--- src/inc/scpmc_cfg.svh ---
// Frame layout, command codes and monitor register constants
`ifndef SCPMC_CFG_SVH
`define SCPMC_CFG_SVH
`define SCPMC_FRAME_W      16
`define SCPMC_CMD_HI       15
`define SCPMC_CMD_LO       14
`define SCPMC_ADDR_HI      13
`define SCPMC_ADDR_LO      9
`define SCPMC_PAR_BIT      8
`define SCPMC_SUB_BIT      7
`define SCPMC_CMD_READ     2'h0
`define SCPMC_CMD_WRITE    2'h1
`define SCPMC_CMD_FLAGS    2'h3
`define SCPMC_ADDR_MON     5'h00
`define SCPMC_ADDR_MISC    5'h08
`define SCPMC_PAR_EN_BIT   6
`define SCPMC_MON_RESET    8'h00
`define SCPMC_MON_KEEP     8'hF8
`define SCPMC_SEL_HI       7
`define SCPMC_SEL_LO       5
`define SCPMC_LOAD_BIT     4
`define SCPMC_ATT_BIT      3
`define SCPMC_SEL_IO0      3'h4
`define SCPMC_SEL_IO1      3'h5
`define SCPMC_HALF_DIV     8'h08
`define SCPMC_CNT_LAST     5'h10
`define SCPMC_CNT_BYTE     5'h08
`define SCPMC_HDR_SHIFT    8
// Host register port offsets
`define SCPMC_HREG_CMD     4'h0
`define SCPMC_HREG_START   4'h1
`define SCPMC_HREG_RX      4'h2
`define SCPMC_HREG_STAT    4'h3
`define SCPMC_HREG_MASK    4'h4
`endif

--- src/inc/scpmc_pkg.sv ---
// Types shared by both ends
package scpmc_pkg;
    typedef logic [15:0] scpmc_frame_t;
    typedef logic [7:0]  scpmc_byte_t;
endpackage : scpmc_pkg

--- src/inc/scpmc_if.sv ---
// Four-wire serial link between host and device
`timescale 1ns/1ps
`default_nettype none
interface scpmc_if;
    logic sclk;
    logic cs_n;
    logic mosi;
    logic miso;
    logic miso_oe;
    modport host   (output sclk, output cs_n, output mosi, input miso);
    modport device (input sclk, input cs_n, input mosi, output miso, output miso_oe);
endinterface : scpmc_if
`default_nettype wire

--- src/hdl/scpmc_device.sv ---
// Serial command decoder with analog monitor select register
// How it works
// Type 00, bit7 low: status plus register
// Type 00, bit7 high: status plus ID/pins
// Type 01 write; returns fixed, extended status
// Type 11 flag read, bit7 picks sub-address
// Flag read: status high byte, flags low
// Parity covers all bits except bit 8
// Host: bit8 is 1 when count even
// Parity checked only when misc bit6 set
// Host sends write bit8 zero without parity
// Monitor bits 7-5 pick source, 000 off
// Source codes 001 through 111 mapped
// Bit 4 connects internal load resistor
// Bit 3 picks gain or attenuation; code uses it only for sources 100 and 101
// Monitor clears on reset, supply off, non-Normal
// Monitor access only with supply on
// Bad parity write is discarded
// Monitor bits 2-0 read as zero
`timescale 1ns/1ps
`default_nettype none
`include "scpmc_cfg.svh"
module scpmc_device (
    input  wire logic                core_clk_in,
    input  wire logic                rst_in,
    scpmc_if.device                  link,
    input  wire scpmc_pkg::scpmc_byte_t fixed_status_in,
    input  wire scpmc_pkg::scpmc_byte_t ext_status_in,
    input  wire scpmc_pkg::scpmc_byte_t device_info_in,
    input  wire scpmc_pkg::scpmc_byte_t flags_low_in,
    input  wire scpmc_pkg::scpmc_byte_t flags_high_in,
    input  wire logic                can_supply_regulator_on_in,
    input  wire logic                normal_mode_in,
    output logic [2:0]               monitor_source_out,
    output logic                     analog_monitor_output_en_out,
    output logic                     internal_load_resistor_en_out,
    output logic                     io_attenuate_out,
    output logic                     parity_error_out,
    output logic [4:0]               wr_addr_out,
    output scpmc_pkg::scpmc_byte_t   wr_data_out,
    output logic                     wr_strobe_out
);
    import scpmc_pkg::*;

    // ----------------------------------------
    // Pin synchronisers
    // ----------------------------------------
    logic [2:0] sclk_r, cs_r, mosi_r;
    logic       sclk_q_r;
    always_ff @(posedge core_clk_in) begin
        if (rst_in) begin
            sclk_r   <= 3'h0;
            cs_r     <= 3'h7;
            mosi_r   <= 3'h0;
            sclk_q_r <= 1'b0;
        end else begin
            sclk_r   <= {sclk_r[1:0], link.sclk};
            cs_r     <= {cs_r[1:0], link.cs_n};
            mosi_r   <= {mosi_r[1:0], link.mosi};
            if (sclk_r[2] == sclk_r[1]) begin
                sclk_q_r <= sclk_r[2];
            end
        end
    end
    logic cs_prev_r;
    wire sclk_st  = (sclk_r[2] == sclk_r[1]) ? sclk_r[2] : sclk_q_r;
    wire cs_act   = (cs_r[2] == cs_r[1]) && !cs_r[2];
    // Idle only once both late stages agree high
    wire cs_idle  = (cs_r[2] == cs_r[1]) && cs_r[2];
    wire cs_rise  = cs_idle && !cs_prev_r;
    wire rise     = sclk_st && !sclk_q_r && cs_act;
    wire fall     = !sclk_st && sclk_q_r && cs_act;

    // ----------------------------------------
    // Shift registers
    // ----------------------------------------
    scpmc_frame_t rx_r, tx_r;
    logic [4:0]   cnt_r;
    logic [7:0]   mon_r, misc_r;
    logic         perr_r;

    wire [1:0] cmd    = rx_r[`SCPMC_CMD_HI:`SCPMC_CMD_LO];
    wire [4:0] addr   = rx_r[`SCPMC_ADDR_HI:`SCPMC_ADDR_LO];
    wire [7:0] data   = rx_r[7:0];
    wire       sub    = rx_r[`SCPMC_SUB_BIT];
    wire       par_ok = ^rx_r;  // odd total incl bit 8 is correct
    wire       par_en = misc_r[`SCPMC_PAR_EN_BIT];
    wire       frame_done = cs_rise && (cnt_r == `SCPMC_CNT_LAST);
    wire       is_wr  = frame_done && (cmd == `SCPMC_CMD_WRITE);
    wire       wr_ok  = is_wr && (!par_en || par_ok);
    wire       mon_gate = can_supply_regulator_on_in && normal_mode_in;
    wire       mon_hit  = frame_done && (addr == `SCPMC_ADDR_MON)
                          && (cmd == `SCPMC_CMD_READ || cmd == `SCPMC_CMD_WRITE);

    // Early header decode when first byte is in
    wire [15:0] hdr    = {rx_r[14:0], mosi_r[2]};
    // First byte sits in the low half of the shifter
    wire [1:0]  h_cmd  = rx_r[`SCPMC_CMD_HI-`SCPMC_HDR_SHIFT:`SCPMC_CMD_LO-`SCPMC_HDR_SHIFT];
    wire [4:0]  h_addr = rx_r[`SCPMC_ADDR_HI-`SCPMC_HDR_SHIFT:`SCPMC_ADDR_LO-`SCPMC_HDR_SHIFT];
    wire        h_sub  = mosi_r[2];
    wire [7:0]  mon_rd = mon_gate ? (mon_r & `SCPMC_MON_KEEP) : `SCPMC_MON_RESET;
    wire [7:0]  reg_rd = (h_addr == `SCPMC_ADDR_MON)  ? mon_rd :
                         (h_addr == `SCPMC_ADDR_MISC) ? misc_r : 8'h00;
    wire [7:0]  low_byte =
        (h_cmd == `SCPMC_CMD_WRITE) ? ext_status_in :
        (h_cmd == `SCPMC_CMD_FLAGS) ? (h_sub ? flags_high_in : flags_low_in) :
        (h_cmd == `SCPMC_CMD_READ)  ? (h_sub ? device_info_in : reg_rd) :
        8'h00;

    always_ff @(posedge core_clk_in) begin
        if (rst_in) begin
            rx_r      <= 16'h0000;
            tx_r      <= 16'h0000;
            cnt_r     <= 5'h00;
            cs_prev_r <= 1'b1;
        end else begin
            cs_prev_r <= cs_r[2];
            // Count survives the deselect settling window
            if (cs_idle) begin
                cnt_r <= 5'h00;
                tx_r  <= {fixed_status_in, 8'h00};
            end else if (rise) begin
                rx_r  <= hdr;
                cnt_r <= cnt_r + 5'h01;
            end else if (fall) begin
                tx_r  <= (cnt_r == `SCPMC_CNT_BYTE) ? {low_byte, 8'h00} : {tx_r[14:0], 1'b0};
            end
        end
    end

    // ----------------------------------------
    // Registers
    // ----------------------------------------
    always_ff @(posedge core_clk_in) begin
        if (rst_in) begin
            mon_r         <= `SCPMC_MON_RESET;
            misc_r        <= 8'h00;
            perr_r        <= 1'b0;
            wr_addr_out   <= 5'h00;
            wr_data_out   <= 8'h00;
            wr_strobe_out <= 1'b0;
        end else begin
            wr_strobe_out <= wr_ok;
            if (wr_ok) begin
                wr_addr_out <= addr;
                wr_data_out <= data;
            end
            if (is_wr && !wr_ok) begin
                perr_r <= 1'b1;
            end else if (wr_ok) begin
                perr_r <= 1'b0;
            end
            if (wr_ok && addr == `SCPMC_ADDR_MISC) begin
                misc_r <= data;
            end
            if (!mon_gate) begin
                mon_r <= `SCPMC_MON_RESET;
            end else if (wr_ok && mon_hit) begin
                mon_r <= data & `SCPMC_MON_KEEP;
            end
        end
    end

    // ----------------------------------------
    // Monitor decode and outputs
    // ----------------------------------------
    wire [2:0] sel    = mon_r[`SCPMC_SEL_HI:`SCPMC_SEL_LO];
    wire       io_sel = (sel == `SCPMC_SEL_IO0) || (sel == `SCPMC_SEL_IO1);
    always_ff @(posedge core_clk_in) begin
        if (rst_in) begin
            monitor_source_out            <= 3'h0;
            analog_monitor_output_en_out  <= 1'b0;
            internal_load_resistor_en_out <= 1'b0;
            io_attenuate_out              <= 1'b0;
            parity_error_out              <= 1'b0;
            link.miso                     <= 1'b0;
            link.miso_oe                  <= 1'b0;
        end else begin
            monitor_source_out            <= sel;
            analog_monitor_output_en_out  <= (sel != 3'h0);
            internal_load_resistor_en_out <= mon_r[`SCPMC_LOAD_BIT];
            io_attenuate_out              <= io_sel && mon_r[`SCPMC_ATT_BIT];
            parity_error_out              <= perr_r;
            link.miso                     <= tx_r[15];
            link.miso_oe                  <= cs_act;
        end
    end
endmodule : scpmc_device
`default_nettype wire

--- src/flat_wrapper.sv ---
// flat-port wrapper written by rule: the top's interface ports become plain ports
module scpmc_device_flat import scpmc_pkg::*;
  (core_clk_in, rst_in, fixed_status_in, ext_status_in, device_info_in, flags_low_in, flags_high_in, can_supply_regulator_on_in, normal_mode_in, monitor_source_out, analog_monitor_output_en_out, internal_load_resistor_en_out, io_attenuate_out, parity_error_out, wr_addr_out, wr_data_out, wr_strobe_out, link_sclk, link_cs_n, link_mosi, link_miso, link_miso_oe);
  scpmc_if link_i ();
  input  wire logic core_clk_in;
  input  wire logic rst_in;
  input  wire scpmc_pkg::scpmc_byte_t fixed_status_in;
  input  wire scpmc_pkg::scpmc_byte_t ext_status_in;
  input  wire scpmc_pkg::scpmc_byte_t device_info_in;
  input  wire scpmc_pkg::scpmc_byte_t flags_low_in;
  input  wire scpmc_pkg::scpmc_byte_t flags_high_in;
  input  wire logic can_supply_regulator_on_in;
  input  wire logic normal_mode_in;
  output logic [2:0] monitor_source_out;
  output logic analog_monitor_output_en_out;
  output logic internal_load_resistor_en_out;
  output logic io_attenuate_out;
  output logic parity_error_out;
  output logic [4:0] wr_addr_out;
  output scpmc_pkg::scpmc_byte_t wr_data_out;
  output logic wr_strobe_out;
  input wire logic [$bits(link_i.sclk)-1:0] link_sclk;
  input wire logic [$bits(link_i.cs_n)-1:0] link_cs_n;
  input wire logic [$bits(link_i.mosi)-1:0] link_mosi;
  output wire logic [$bits(link_i.miso)-1:0] link_miso;
  output wire logic [$bits(link_i.miso_oe)-1:0] link_miso_oe;
  assign link_i.sclk = link_sclk;
  assign link_i.cs_n = link_cs_n;
  assign link_i.mosi = link_mosi;
  assign link_miso = link_i.miso;
  assign link_miso_oe = link_i.miso_oe;
  scpmc_device u_core (.core_clk_in(core_clk_in), .rst_in(rst_in), .link(link_i), .fixed_status_in(fixed_status_in), .ext_status_in(ext_status_in), .device_info_in(device_info_in), .flags_low_in(flags_low_in), .flags_high_in(flags_high_in), .can_supply_regulator_on_in(can_supply_regulator_on_in), .normal_mode_in(normal_mode_in), .monitor_source_out(monitor_source_out), .analog_monitor_output_en_out(analog_monitor_output_en_out), .internal_load_resistor_en_out(internal_load_resistor_en_out), .io_attenuate_out(io_attenuate_out), .parity_error_out(parity_error_out), .wr_addr_out(wr_addr_out), .wr_data_out(wr_data_out), .wr_strobe_out(wr_strobe_out));
endmodule
--- config.mk ---
export PLATFORM = sky130hd
export DESIGN_NAME = scpmc_device_flat
export DESIGN_NICKNAME = d
export VERILOG_FILES = /design/src/inc/scpmc_pkg.sv /design/src/inc/scpmc_if.sv /design/src/hdl/scpmc_device.sv /design/src/flat_wrapper.sv
export VERILOG_INCLUDE_DIRS = /design/src /design/src/inc
export SDC_FILE = /design/constraint.sdc
export NUM_CORES = 1
export LEC_CHECK = 0
export ABC_AREA = 0
export BUFFER_PORTS_ARGS = -buffer_cell sky130_fd_sc_hd__buf_2
export CORE_ASPECT_RATIO = 1.2
export CORE_UTILIZATION = 26
export CTS_CLUSTER_SIZE = 40
export DETAILED_ROUTE_END_ITERATION = 6
export MAX_ROUTING_LAYER = met4
export SETUP_SLACK_MARGIN = 0.1
export SYNTH_ARGS = -nofsm -noshare
export SYNTH_HDL_FRONTEND = slang
export SYNTH_SLANG_ARGS = --single-unit
--- constraint.sdc ---
create_clock -name core_clk_in -period 2.5 [get_ports core_clk_in]
set_input_delay 0.25 -clock core_clk_in [delete_from_list [all_inputs] [get_ports core_clk_in]]
set_output_delay 0.25 -clock core_clk_in [all_outputs]
set_load 0.01 [all_outputs]
Word-level counts from Yosys, hierarchy flattened

Index checks and enable logic that the tools add are counted.

Add/subtract/negate cells: 1
Eq/ne operators: 12
Multiplexer cells: 15
Bitwise gates (word level): 3
Reduce and logical (&&, ||, !) cells: 39

Operators by type and width:

| kind                                                                     | count |
|---|---|
| 16-bit two-way mux                                                       | 4 |
| 8-bit two-way mux                                                        | 8 |
| 1-bit logical AND                                                        | 17 |
| 16-bit parity                                                            | 1 |
| 5-bit by 4-bit == test with 1-bit output (second input constant)         | 3 |
| 5-bit logical NOT                                                        | 2 |
| 3-bit == test (second input constant)                                    | 2 |
| 1-bit logical NOT                                                        | 6 |
| 2-bit AND reduction                                                      | 3 |
| 5-bit by 1-bit adder with 5-bit output (second input constant)           | 1 |
| 5-bit == test (second input constant)                                    | 1 |
| 2-bit by 1-bit == test with 1-bit output (second input constant)         | 2 |
| 2-bit logical NOT                                                        | 2 |
| 2-bit nonzero test                                                       | 2 |
| 2-bit OR reduction                                                       | 2 |
| 1-bit logical OR                                                         | 3 |
| 1-bit two-way mux                                                        | 3 |
| 1-bit NOT                                                                | 3 |
| 3-bit nonzero test                                                       | 1 |
| 1-bit == test                                                            | 2 |
| 2-bit == test (second input constant)                                    | 1 |
| 2-bit by 1-bit inequality test with 1-bit output (second input constant) | 1 |

Bits in registers: 85
Bits of input ports: 47
Output and inout bits: 23
Word-level logic and storage cells: 92

Longest topological paths before layout

Gate-level depths: netlist (run 1).

Depth after elaboration: 11
Depth in mapped cells: 9
Depth with buffers taken out: 8

Least setup slack after synthesis (run 1)

No wires, ideal clock.

Path type: register -> register
From: register u_core.rx_r[14]
To: register u_core.wr_data_out[2]
Library setup time: 128 ps
Data arrival time: 2121 ps
Data required time: 2372 ps
Path slack: 251 ps
Cell stages (with the launch flop): 10
Buffers on the path: 1
Cells stage by stage: dfxtp_1 > inv_1 > ha_1 > xnor2_1 > xnor2_1 > xnor3_2 > a21boi_4 > buf_12 > mux2i_1 > nor2_1

Cells in the longest elaborated chain, start to end: 3
Elaborated cells on any way between the ends: 5
Classes of those cells: eq/ne: 1; reduce/logical: 4

Ends and longest elaborated chain:

| item                                                                      | line                                   | source |
|---|---|---|
| start: declaration                                                        | scpmc_device.sv:77                     | `scpmc_frame_t rx_r, tx_r;` |
| start signal: assignment                                                  | scpmc_device.sv:123                    | `rx_r <= hdr;` |
| 16-bit parity or 2-bit by 1-bit == test with 1-bit output (tied branches) | n/a                                    |  |
| 1-bit logical OR or 1-bit logical AND (tied branches)                     | scpmc_device.sv:90, scpmc_device.sv:89 |  |
| 1-bit logical AND *                                                       | scpmc_device.sv:90                     | `wire wr_ok = is_wr && (!par_en \|\| par_ok);` |
| end signal: assignment                                                    | scpmc_device.sv:146                    | `wr_data_out <= data;` |
| end: declaration                                                          | scpmc_device.sv:40                     | `output scpmc_pkg::scpmc_byte_t wr_data_out,` |

Every way passes the cells marked *; elsewhere a longest branch is shown, timed or not.
A chain may end at the register's enable or synchronous reset.

Worst setup path in the final report (run 1)

From: register u_core.rx_r[7]
To: register u_core.wr_data_out[2]

Cells in the longest elaborated chain, start to end: 3

Ends and longest elaborated chain:

| item              | line               | source |
|---|---|---|
| 16-bit parity     | scpmc_device.sv:86 | `wire par_ok = ^rx_r;` |
| 1-bit logical OR  | scpmc_device.sv:90 |  |
| 1-bit logical AND | scpmc_device.sv:90 |  |

Every way passes these cells.

==> reports/results.ini, run 1 <==
[grt]
grt_usage_pct = 13.2
grt_pass1_wl_um = 13500
grt_max_degree = 39
grt_pass1_vias = 2676
antenna_found_initial = 0
overflow = 0

[worst_setup_path]
critical_path_class = flip-flop to flip-flop
cpMaxStageDelayCell = xnor3_2
cpPeakStageDelay_ns = 0.49
critPathTopFamily = XOR/XNOR gates
crit_chain = inv_1 -> ha_4 -> xnor2_1 -> xnor2_1 -> xnor3_2 -> a21boi_4 -> clkbuf_16 -> mux2i_1 -> nor2_1
worstPathMaxFanout = 7
cp.arrival_ns = 2.49
crit_top_cell = xnor2_1
worstSetupStartpointType = flip-flop
cp-end-kind = flip-flop
critPathRequiredTime_ns = 2.71
path_buf_inv = 2

[power_and_ir_drop]
powerDensity_mw_per_mm2 = 614
power_mw = 2.66
total_leakage_power_nw = 1.62
pwr-share-clk_pct = 48.8
swShare_pct = 21.2
p_seq_share_pct = 47.1
peakVddDrop_uv = 312
p_sw_mw = 0.562
p_int_mw = 2.10
combPwrFrac_pct = 4.1

[cts]
clock_path_buffers = 2
ctsHoldBuffers = 0
root_buffer = clkbuf_16
cts_tree = done
cts-buffers-inserted = 9
cts_htree_levels = 3
clkTransAtPathRegs_ns = 0.06
cts.sinks = 77
insertion_delay_ns = 0.33

[die]
rows = 45
fp.dieH_um = 128
chipWidth_um = 107
core_area_mm2 = 0.0128
dieArea_mm2 = 0.0137
initial_utilization_pct = 27.0
io_pins = 70

[placed_design]
portBuffers = 69
post_dp_cell_area_mm2 = 0.00395
hpwl_um = 6130
gp_congestion = 0.844

[sta]
fmax_ghz = 0.439
slew_viol_final = 0
worstMarginPinSlew_ns = 0.474
finClkSkew_ns = 0.00706
fin_setup_tns_ns = 0
grt_setup_unrepaired = false
setup_viol = 0
min_period_ns = 2.28
slew_headroom_pct = 68.4
finalCritPeriodShare_pct = 91.2
hold_slack_ns = 0.0990
hold_viol_final = 0

[logic_synthesis]
synth_cell_types = 47
syn_inst = 380
synth_top_cell_by_area = dfxtp_1
netlist_area_mm2 = 0.00344
syn_avg_cell_area_um2 = 9.06
synth_fp_nets = 434
synth_top_area_share_pct = 44.8
synth_area_leaders = dfxtp_1 (45%), mux2i_1 (7.3%), a21oi_1 (5.1%)
ys_ff_latch = 77
yosys_warnings = 0
synth_edf_count = 0
yosysSeqAreaShare_pct = 44.8
synthArstFlopShare_pct = 0
ys.flop_type = dfxtp_1

[drt]
wl_per_cell_um = 13.8
vias_per_cell = 4.63
drtIter0Drc = 197
remaining_drc_errors = 0
ant_nets = 0
drt-total-wl_um = 8570
first_pass_iters = 4
dr_total_vias = 2868

[final_layout]
areaGrowthSynthToFinish_pct = 25.8
finalNetCount = 505
final_area_mm2 = 0.00433
layout-drive-gt1-share_pct = 27.0
antenna_cells = 0

[worst_hold_path]
holdCritPathClass = primary input to flip-flop

[run]
maxCapViolCount = 0

[run_status]
status = finished clean

## cells in the mapped netlist, types with 7 or more instances
library cell,count
nor2_1,37
dfxtp_1,77
nand3_1,13
xnor2_1,10
nor2b_1,12
ha_1,7
mux2_2,8
nand2_1,45
clkbuf_1,13
a22oi_1,9
mux2i_1,25
a21oi_1,35
inv_1,8
o21ai_0,21
## through the flow
| stage | util (%) | setup slack (ns) | cells |
|---|---|---|---|
| final | 33.9 | 0.220 | 620 |
| after global routing | 33.9 | 0.122 | 620 |
| after CTS | 33.3 | 0.134 | 617 |
| after detailed placement | 30.9 | 0.134 | 601 |
| after global placement | 30.9 | 0.253 | 601 |
| after floorplan | - | 0.251 | 380 |
## registers in the layout (all words and copies together), names as in the netlist, 5 cells and up
register            count
u_core.cnt_r            5
u_core.misc_r           8
u_core.mon_r            5
u_core.rx_r            16
u_core.tx_r             8
u_core.wr_addr_out      5
u_core.wr_data_out      8
## power by group through the flow
stage / Combinational [mW] / Clock [mW] / Sequential [mW]
after detailed placement: 0.110 / 0 / 1.28
after global placement: 0.107 / 0 / 1.28
after CTS: 0.111 / 1.33 / 1.25
after floorplan: 0.0569 / 0 / 1.28
after global routing: 0.121 / 1.39 / 1.25
final: 0.109 / 1.30 / 1.25
## layout make-up
cell class              instances  area, um^2
repair buffers                 82         485
clock inverters                 5        60.1
fillers                      1342        8450
inverters                       8        30.0
clock buffers                  11         243
flip-flops and latches         77        1540
well taps                     164         205
multi-input cells             273        1760
## metal layers
layer	vias up	GRT usage (%)	wire, um
met1	1332	16.1	4090
met2	82	20.5	3900
met3	6	4.47	475
met5	-	-	0
met4	0	4.11	96
li1	1448	-	-
## path summary, 6_finish.rpt
check | from | end | slack (ns) | cells past startpoint
max reg2reg | u_core.rx_r[7] | u_core.wr_data_out[2] | 0.22 | 9
min | link_cs_n | u_core.cs_r[0] | 0.1 | 2
max | u_core.rx_r[7] | u_core.wr_data_out[2] | 0.22 | 9
min reg2reg | u_core.cs_r[0] | u_core.cs_r[1] | 0.42 | 1
## timing repair
item / in CTS / in global routing
hold endpoints to repair: 0 / 0
buffers inserted: 0 / 2
setup endpoints to repair: 0 / 27
gates resized for setup: 0 / 5
## cells by family (layout without fill, tap and decap cells)
kind of cell             Yosys count  after routing  share of synthesized area (%)
AO/OA/AOI/OAI                     86             86                           15.5
XOR/XNOR                          15             15                           4.65
adder cells (fa/ha/maj)            7              7                           2.54
buffers and inverters             30            106                           4.69
flip-flops                        77             77                           44.8
multiplexers                      33             33                           9.88
AND/OR/NAND/NOR                  132            132                           17.9
## cell usage in the layout, fill, tap and decap left out, types with 10 or more instances in the layout
cell       Yosys  final
buf_4          0     10
buf_2          1     69
mux2i_1       25     25
xnor2_1       10     10
nor2b_1       12     12
nand3_1       13     13
o21ai_0       21     21
nand2_1       45     45
dfxtp_1       77     75
nor2_1        37     36
clkbuf_16      0     10
a21oi_1       35     35
No activity file was read; power rests on OpenSTA's default activity.
==> run 2, diff against run 1 <==
Settings changed: CAP_MARGIN set to 20, CORE_UTILIZATION 26 to 35.
==> run 2 against run 1 <==
Non-clock buffer count decreased by 1. Sequential share of layout area increased by 0.57 points. Hold slack improved by 0.0014 ns. Sequential power about the same. Power increased by 2.4%. Maximum frequency increased by 0.96%. Routed wire length decreased by 6.5%. Critical path type unchanged.
==> reports/results.ini, run 2 (same netlist as run 1, synthesis figures left out) <==
[worst_setup_path]
crit_chain = inv_1 -> ha_1 -> xnor2_2 -> xnor2_2 -> xnor3_2 -> a21boi_4 -> buf_8 -> mux2i_1 -> nor2_1
worstPathMaxFanout = 9  ; +2
crit_top_cell = xnor2_2
r2r-end = u_core.wr_addr_out[1]
critical_path_class = flip-flop to flip-flop
cpMaxStageDelayCell = xnor3_2
r2r_slack_ns = 0.24  ; +0.02 ns
worstSetupStartpointType = flip-flop
cpPeakStageDelay_ns = 0.47  ; -0.02 ns
reg2reg_from = u_core.rx_r[7]
cp-end-kind = flip-flop
reg2regPathDepth = 9  ; unchanged
critPathRequiredTime_ns = 2.71  ; about the same
cp.arrival_ns = 2.46  ; -0.03 ns

[grt]
grt_pass1_wl_um = 13100  ; -3.2%
antenna_found_initial = 0  ; unchanged
grt_max_degree = 39  ; unchanged
grt_usage_pct = 16.7  ; +3.5 points
grt_pass1_vias = 2696  ; +0.75%
overflow = 0  ; unchanged

[final_layout]
finalNetCount = 504  ; -0.20%
final_cell_mix = dfxtp_1 (76), buf_2 (69), nand2_1 (45)
fillers = 962  ; -28%
antenna_cells = 0  ; unchanged
largest_register_ffs = 16  ; unchanged
regArea_mm2 = 0.00155  ; about the same
final_common_cell = dfxtp_1
layout-drive-gt1-share_pct = 26.7  ; -0.32 points
multiInputGateArea_mm2 = 0.00176  ; unchanged
areaGrowthSynthToFinish_pct = 23.9
regMostFlops = u_core.rx_r

[cts]
clkTransAtPathRegs_ns = 0.06  ; about the same
cts.sinks = 77  ; unchanged
insertion_delay_ns = 0.33  ; about the same
clock_path_buffers = 2  ; unchanged
root_buffer = clkbuf_16
cts_htree_levels = 3  ; unchanged
cts-buffers-inserted = 9  ; unchanged
ctsHoldBuffers = 0  ; unchanged
cts_tree = done

[sta]
fin_ws_ns = 0.241  ; +0.0217 ns
finClkSkew_ns = 0.00869  ; +0.00163 ns
worstMarginPinSlew_ns = 0.491  ; +0.0174 ns
slew_viol_final = 0  ; unchanged
min_period_ns = 2.26  ; -0.0217 ns
finalCritPeriodShare_pct = 90.3  ; -0.87 points
fmax_ghz = 0.443  ; +0.96%
slew_headroom_pct = 67.3  ; -1.2 points
hold_viol_final = 0  ; unchanged
grt_setup_unrepaired = false
setup_viol = 0  ; unchanged
fin_setup_tns_ns = 0  ; unchanged

[drt]
first_pass_iters = 4  ; unchanged
remaining_drc_errors = 0  ; unchanged
vias_per_cell = 4.87  ; +5.3%
ant_nets = 0  ; unchanged
wl_per_cell_um = 13.9  ; +0.47%
dr_total_vias = 2811  ; -2.0%
drt-total-wl_um = 8010  ; -6.5%
drtIter0Drc = 105  ; -47%

[placed_design]
portBuffers = 69  ; unchanged
pre_cts_slack_ns = 0.161  ; +0.0270 ns
gp_congestion = 0.845  ; about the same
hpwl_um = 5670  ; -7.5%

[run]
maxCapViolCount = 0  ; unchanged

[worst_hold_path]
whs_endpoint = u_core.cs_r[0]
whs_path_depth = 2  ; unchanged
holdCritPathClass = primary input to flip-flop
hold_path_startpoint = link_cs_n

[die]
initial_utilization_pct = 36.0  ; +9.1 points
io_pins = 70  ; unchanged
chipWidth_um = 92.6  ; -14%
dieArea_mm2 = 0.0102  ; -25%
rows = 39  ; -13%
fp.dieH_um = 111  ; -14%
core_area_mm2 = 0.00956  ; -25%

[power_and_ir_drop]
peakVddDrop_uv = 289  ; -7.3%
total_leakage_power_nw = 1.63  ; +0.27%
powerDensity_mw_per_mm2 = 638  ; +3.9%

[run_status]
status = finished clean

## run 2: cell type report
| class | count | share of cell area, % |
|---|---|---|
| clock buffer | 9 | 5.28 |
| clock inverter | 6 | 2.08 |
| inverter | 8 | 0.704 |
| multi-input combinational | 273 | 41.3 |
| sequential | 77 | 36.2 |
| tap | 123 | 3.61 |
| timing repair buffer | 81 | 10.8 |
## run 2: metal layers
| layer | global-route usage (%) | part of all wire (%) |
|---|---|---|
| met1 | 21.3 | 47 |
| met2 | 25.7 | 47 |
| met3 | 3.70 | 5.2 |
| met4 | 6.25 | 1.2 |
| met5 | - | 0 |
## run 2: timing repair
action                                  in CTS  in global routing
endpoints found under the setup margin       0                 23
gates resized for setup                      0                  8
buffers inserted                             0                  2
## run 2: worst max-delay path by stage
| stage | startpoint | end | cells after the start |
|---|---|---|---|
| after CTS | u_core.rx_r[14] | u_core.mon_r[3] | 8 |
| after floorplan | u_core.rx_r[14] | u_core.wr_data_out[2] | 9 |
| final | u_core.rx_r[7] | u_core.wr_addr_out[1] | 9 |
| after detailed placement | u_core.rx_r[7] | u_core.mon_r[3] | 8 |
| after global placement | u_core.rx_r[14] | u_core.wr_data_out[2] | 9 |
| after global routing | u_core.rx_r[7] | u_core.wr_addr_out[2] | 9 |
## run 2: metrics by stage
step | total power, mW | instances | instance area, um^2 | hold WS (ns) | utilization (%)
floorplan | 1.33 | 380 | 3440 | 0.329 | -
global placement | 1.39 | 560 | 3890 | 0.393 | 40.6
detailed placement | 1.39 | 560 | 3890 | 0.411 | 40.6
CTS | 2.76 | 575 | 4200 | 0.0907 | 43.9
global route | 2.83 | 577 | 4270 | 0.100 | 44.6
finish | 2.72 | 577 | 4270 | 0.100 | 44.6
## run 2: worst max-delay path, delay by kind of cell (launching register included)
| kind | cells | cell delay, ns |
|---|---|---|
| flip-flops | 1 | 0.38 |
| adder cells (fa/ha/maj) | 1 | 0.31 |
| XOR/XNOR | 3 | 0.78 |
| multiplexers | 1 | 0.18 |
| buffers and inverters | 2 | 0.22 |
| AO/OA/AOI/OAI | 1 | 0.20 |
| AND/OR/NAND/NOR | 1 | 0.06 |
## run 2: power breakdown
part | switching, mW | internal [mW] | leakage, nW | total [mW]
Sequential | 0.00768 | 1.24 | 0.625 | 1.25
Clock | 0.496 | 0.867 | 0.147 | 1.36
Combinational | 0.0555 | 0.0528 | 0.854 | 0.108
Total | 0.559 | 2.16 | 1.63 | 2.72
==> run 3, diff against run 2 <==
Settings changed: MAX_ROUTING_LAYER met4 to not set.
==> run 3 against run 2 <==
Final cell count unchanged. Maximum frequency about the same. Non-clock buffer count unchanged. Critical path depth unchanged. Sequential power about the same. Clock skew about the same. First-iteration DRC count up 1.9%. Largest cell class unchanged. Sequential share of layout area unchanged. Clock-buffer cell count unchanged. Hold slack better by 0.00057 ns.
==> reports/results.ini, run 3 (same netlist as run 1, synthesis figures left out) <==
[final_layout]
largest_register_ffs = 16  ; unchanged
areaGrowthSynthToFinish_pct = 23.9  ; unchanged
final_common_cell = dfxtp_1
final_cell_mix = dfxtp_1 (76), buf_2 (69), nand2_1 (45)
multiInputGateArea_mm2 = 0.00176  ; unchanged
antenna_cells = 0  ; unchanged
finalNetCount = 504  ; unchanged
fillers = 962  ; unchanged
layout-drive-gt1-share_pct = 26.7  ; unchanged
regArea_mm2 = 0.00155  ; unchanged
final_area_mm2 = 0.00427  ; unchanged
regMostFlops = u_core.rx_r

[cts]
cts_tree = done
insertion_delay_ns = 0.33  ; about the same
clkTransAtPathRegs_ns = 0.06  ; about the same
ctsHoldBuffers = 0  ; unchanged
clock_path_buffers = 2  ; unchanged
root_buffer = clkbuf_16
cts-buffers-inserted = 9  ; unchanged
cts.sinks = 77  ; unchanged
cts_htree_levels = 3  ; unchanged

[die]
core_area_mm2 = 0.00956  ; unchanged
fp.dieH_um = 111  ; unchanged
rows = 39  ; unchanged
io_pins = 70  ; unchanged
dieArea_mm2 = 0.0102  ; unchanged
chipWidth_um = 92.6  ; unchanged
initial_utilization_pct = 36.0  ; unchanged

[grt]
antenna_found_initial = 0  ; unchanged
overflow = 0  ; unchanged
grt_max_degree = 39  ; unchanged
grt_pass1_wl_um = 13100  ; about the same
grt_usage_pct = 16.2  ; -0.46 points
grt_pass1_vias = 2688  ; -0.30%

[drt]
dr_total_vias = 2823  ; +0.43%
met1_length_um = 3750  ; +0.29%
highest_layer = met4
ant_nets = 0  ; unchanged
dr_wl_met3_um = 405  ; -1.9%
vias_per_cell = 4.89  ; +0.43%
first_pass_iters = 4  ; unchanged
remaining_drc_errors = 0  ; unchanged
wl_per_cell_um = 13.9  ; -0.21%
drt-total-wl_um = 8000  ; -0.21%
route.met2.wl_um = 3720  ; -1.3%
drtIter0Drc = 107  ; +1.9%

[placed_design]
hpwl_um = 5670  ; unchanged
pre_cts_slack_ns = 0.161  ; unchanged
gp_congestion = 0.832  ; -1.5%
post_dp_cell_area_mm2 = 0.00389  ; unchanged
portBuffers = 69  ; unchanged

[sta]
fin_setup_tns_ns = 0  ; unchanged
grt_setup_unrepaired = false
fmax_ghz = 0.443  ; about the same
min_period_ns = 2.26  ; -0.00163 ns
hold_viol_final = 0  ; unchanged
setup_viol = 0  ; unchanged
worstMarginPinSlew_ns = 0.492  ; +0.000397 ns
slew_headroom_pct = 67.2  ; about the same
slew_viol_final = 0  ; unchanged
finalCritPeriodShare_pct = 90.3  ; about the same
finClkSkew_ns = 0.00833  ; -0.000359 ns
fin_ws_ns = 0.243  ; +0.00163 ns

[power_and_ir_drop]
powerDensity_mw_per_mm2 = 638  ; about the same
total_leakage_power_nw = 1.63  ; unchanged
power_mw = 2.72  ; about the same
peakVddDrop_uv = 289  ; -0.22%

[run_status]
status = finished clean

[worst_hold_path]
whs_path_depth = 2  ; unchanged
whs_endpoint = u_core.cs_r[0]
hold_path_startpoint = link_cs_n
holdCritPathClass = primary input to flip-flop

[worst_setup_path]
critPathRequiredTime_ns = 2.71  ; about the same
r2r-end = u_core.wr_addr_out[1]
critical_path_class = flip-flop to flip-flop
reg2regPathDepth = 9  ; unchanged
worstSetupStartpointType = flip-flop
worstPathMaxFanout = 9  ; unchanged
reg2reg_from = u_core.rx_r[7]
cp-end-kind = flip-flop
cp.arrival_ns = 2.46  ; about the same
r2r_slack_ns = 0.24  ; about the same

[run]
maxCapViolCount = 0  ; unchanged

==> run 3: cell counts in the layout (fill, tap and decap cells not counted) <==
Identical to the previous run, type by type.
==> run 3: through the flow <==
| stage | util (%) | std cells | hold slack (ns) |
|---|---|---|---|
| floorplan | - | 380 | 0.329 |
| global placement | 40.6 | 560 | 0.393 |
| finish | 44.6 | 577 | 0.101 |
| CTS | 43.9 | 575 | 0.0907 |
| global route | 44.6 | 577 | 0.100 |
| detailed placement | 40.6 | 560 | 0.411 |
==> run 3: final cells by class <==
cell class | instances | area share, %
multi-input cells | 273 | 41.3
flip-flops and latches | 77 | 36.2
repair buffers | 81 | 10.8
clock buffers | 9 | 5.28
well taps | 123 | 3.61
clock inverters | 6 | 2.08
inverters | 8 | 0.704
==> run 3: metal layers <==
metal / up-vias / GRT usage [%]
met3: 8 / 3.70
met5: - / 0
met2: 76 / 25.7
li1: 1454 / -
met1: 1285 / 21.3
met4: 0 / 6.25
==> run 3: power by group <==
group | internal (mW) | switching, mW
combinational | 0.0528 | 0.0552
sequential | 1.24 | 0.00771
clock | 0.867 | 0.497
==> run 3: repair_timing <==
item,CTS,global route
resized for setup,0,8
setup buffers,0,2
endpoints found under the setup margin,0,23
==> run 3: worst max-delay path by stage <==
| stage | from | endpoint | slack [ns] | cells after the start |
|---|---|---|---|---|
| final | u_core.rx_r[7] | u_core.wr_addr_out[1] | 0.24 | 9 |
| after global routing | u_core.rx_r[7] | u_core.wr_addr_out[2] | 0.12 | 9 |
| after floorplan | u_core.rx_r[14] | u_core.wr_data_out[2] | 0.25 | 9 |
| after global placement | u_core.rx_r[14] | u_core.wr_data_out[2] | 0.23 | 9 |
| after detailed placement | u_core.rx_r[7] | u_core.mon_r[3] | 0.16 | 8 |
| after CTS | u_core.rx_r[14] | u_core.mon_r[3] | 0.16 | 8 |
==> run 3: critical path, cell delays in order (launching register included) <==
cell and delay, ns:
dfxtp_4 0.38, inv_1 0.06, ha_1 0.31, xnor2_2 0.16, xnor2_2 0.15, xnor3_2 0.47
a21boi_4 0.20, buf_8 0.16, mux2i_1 0.18, nor2_1 0.06
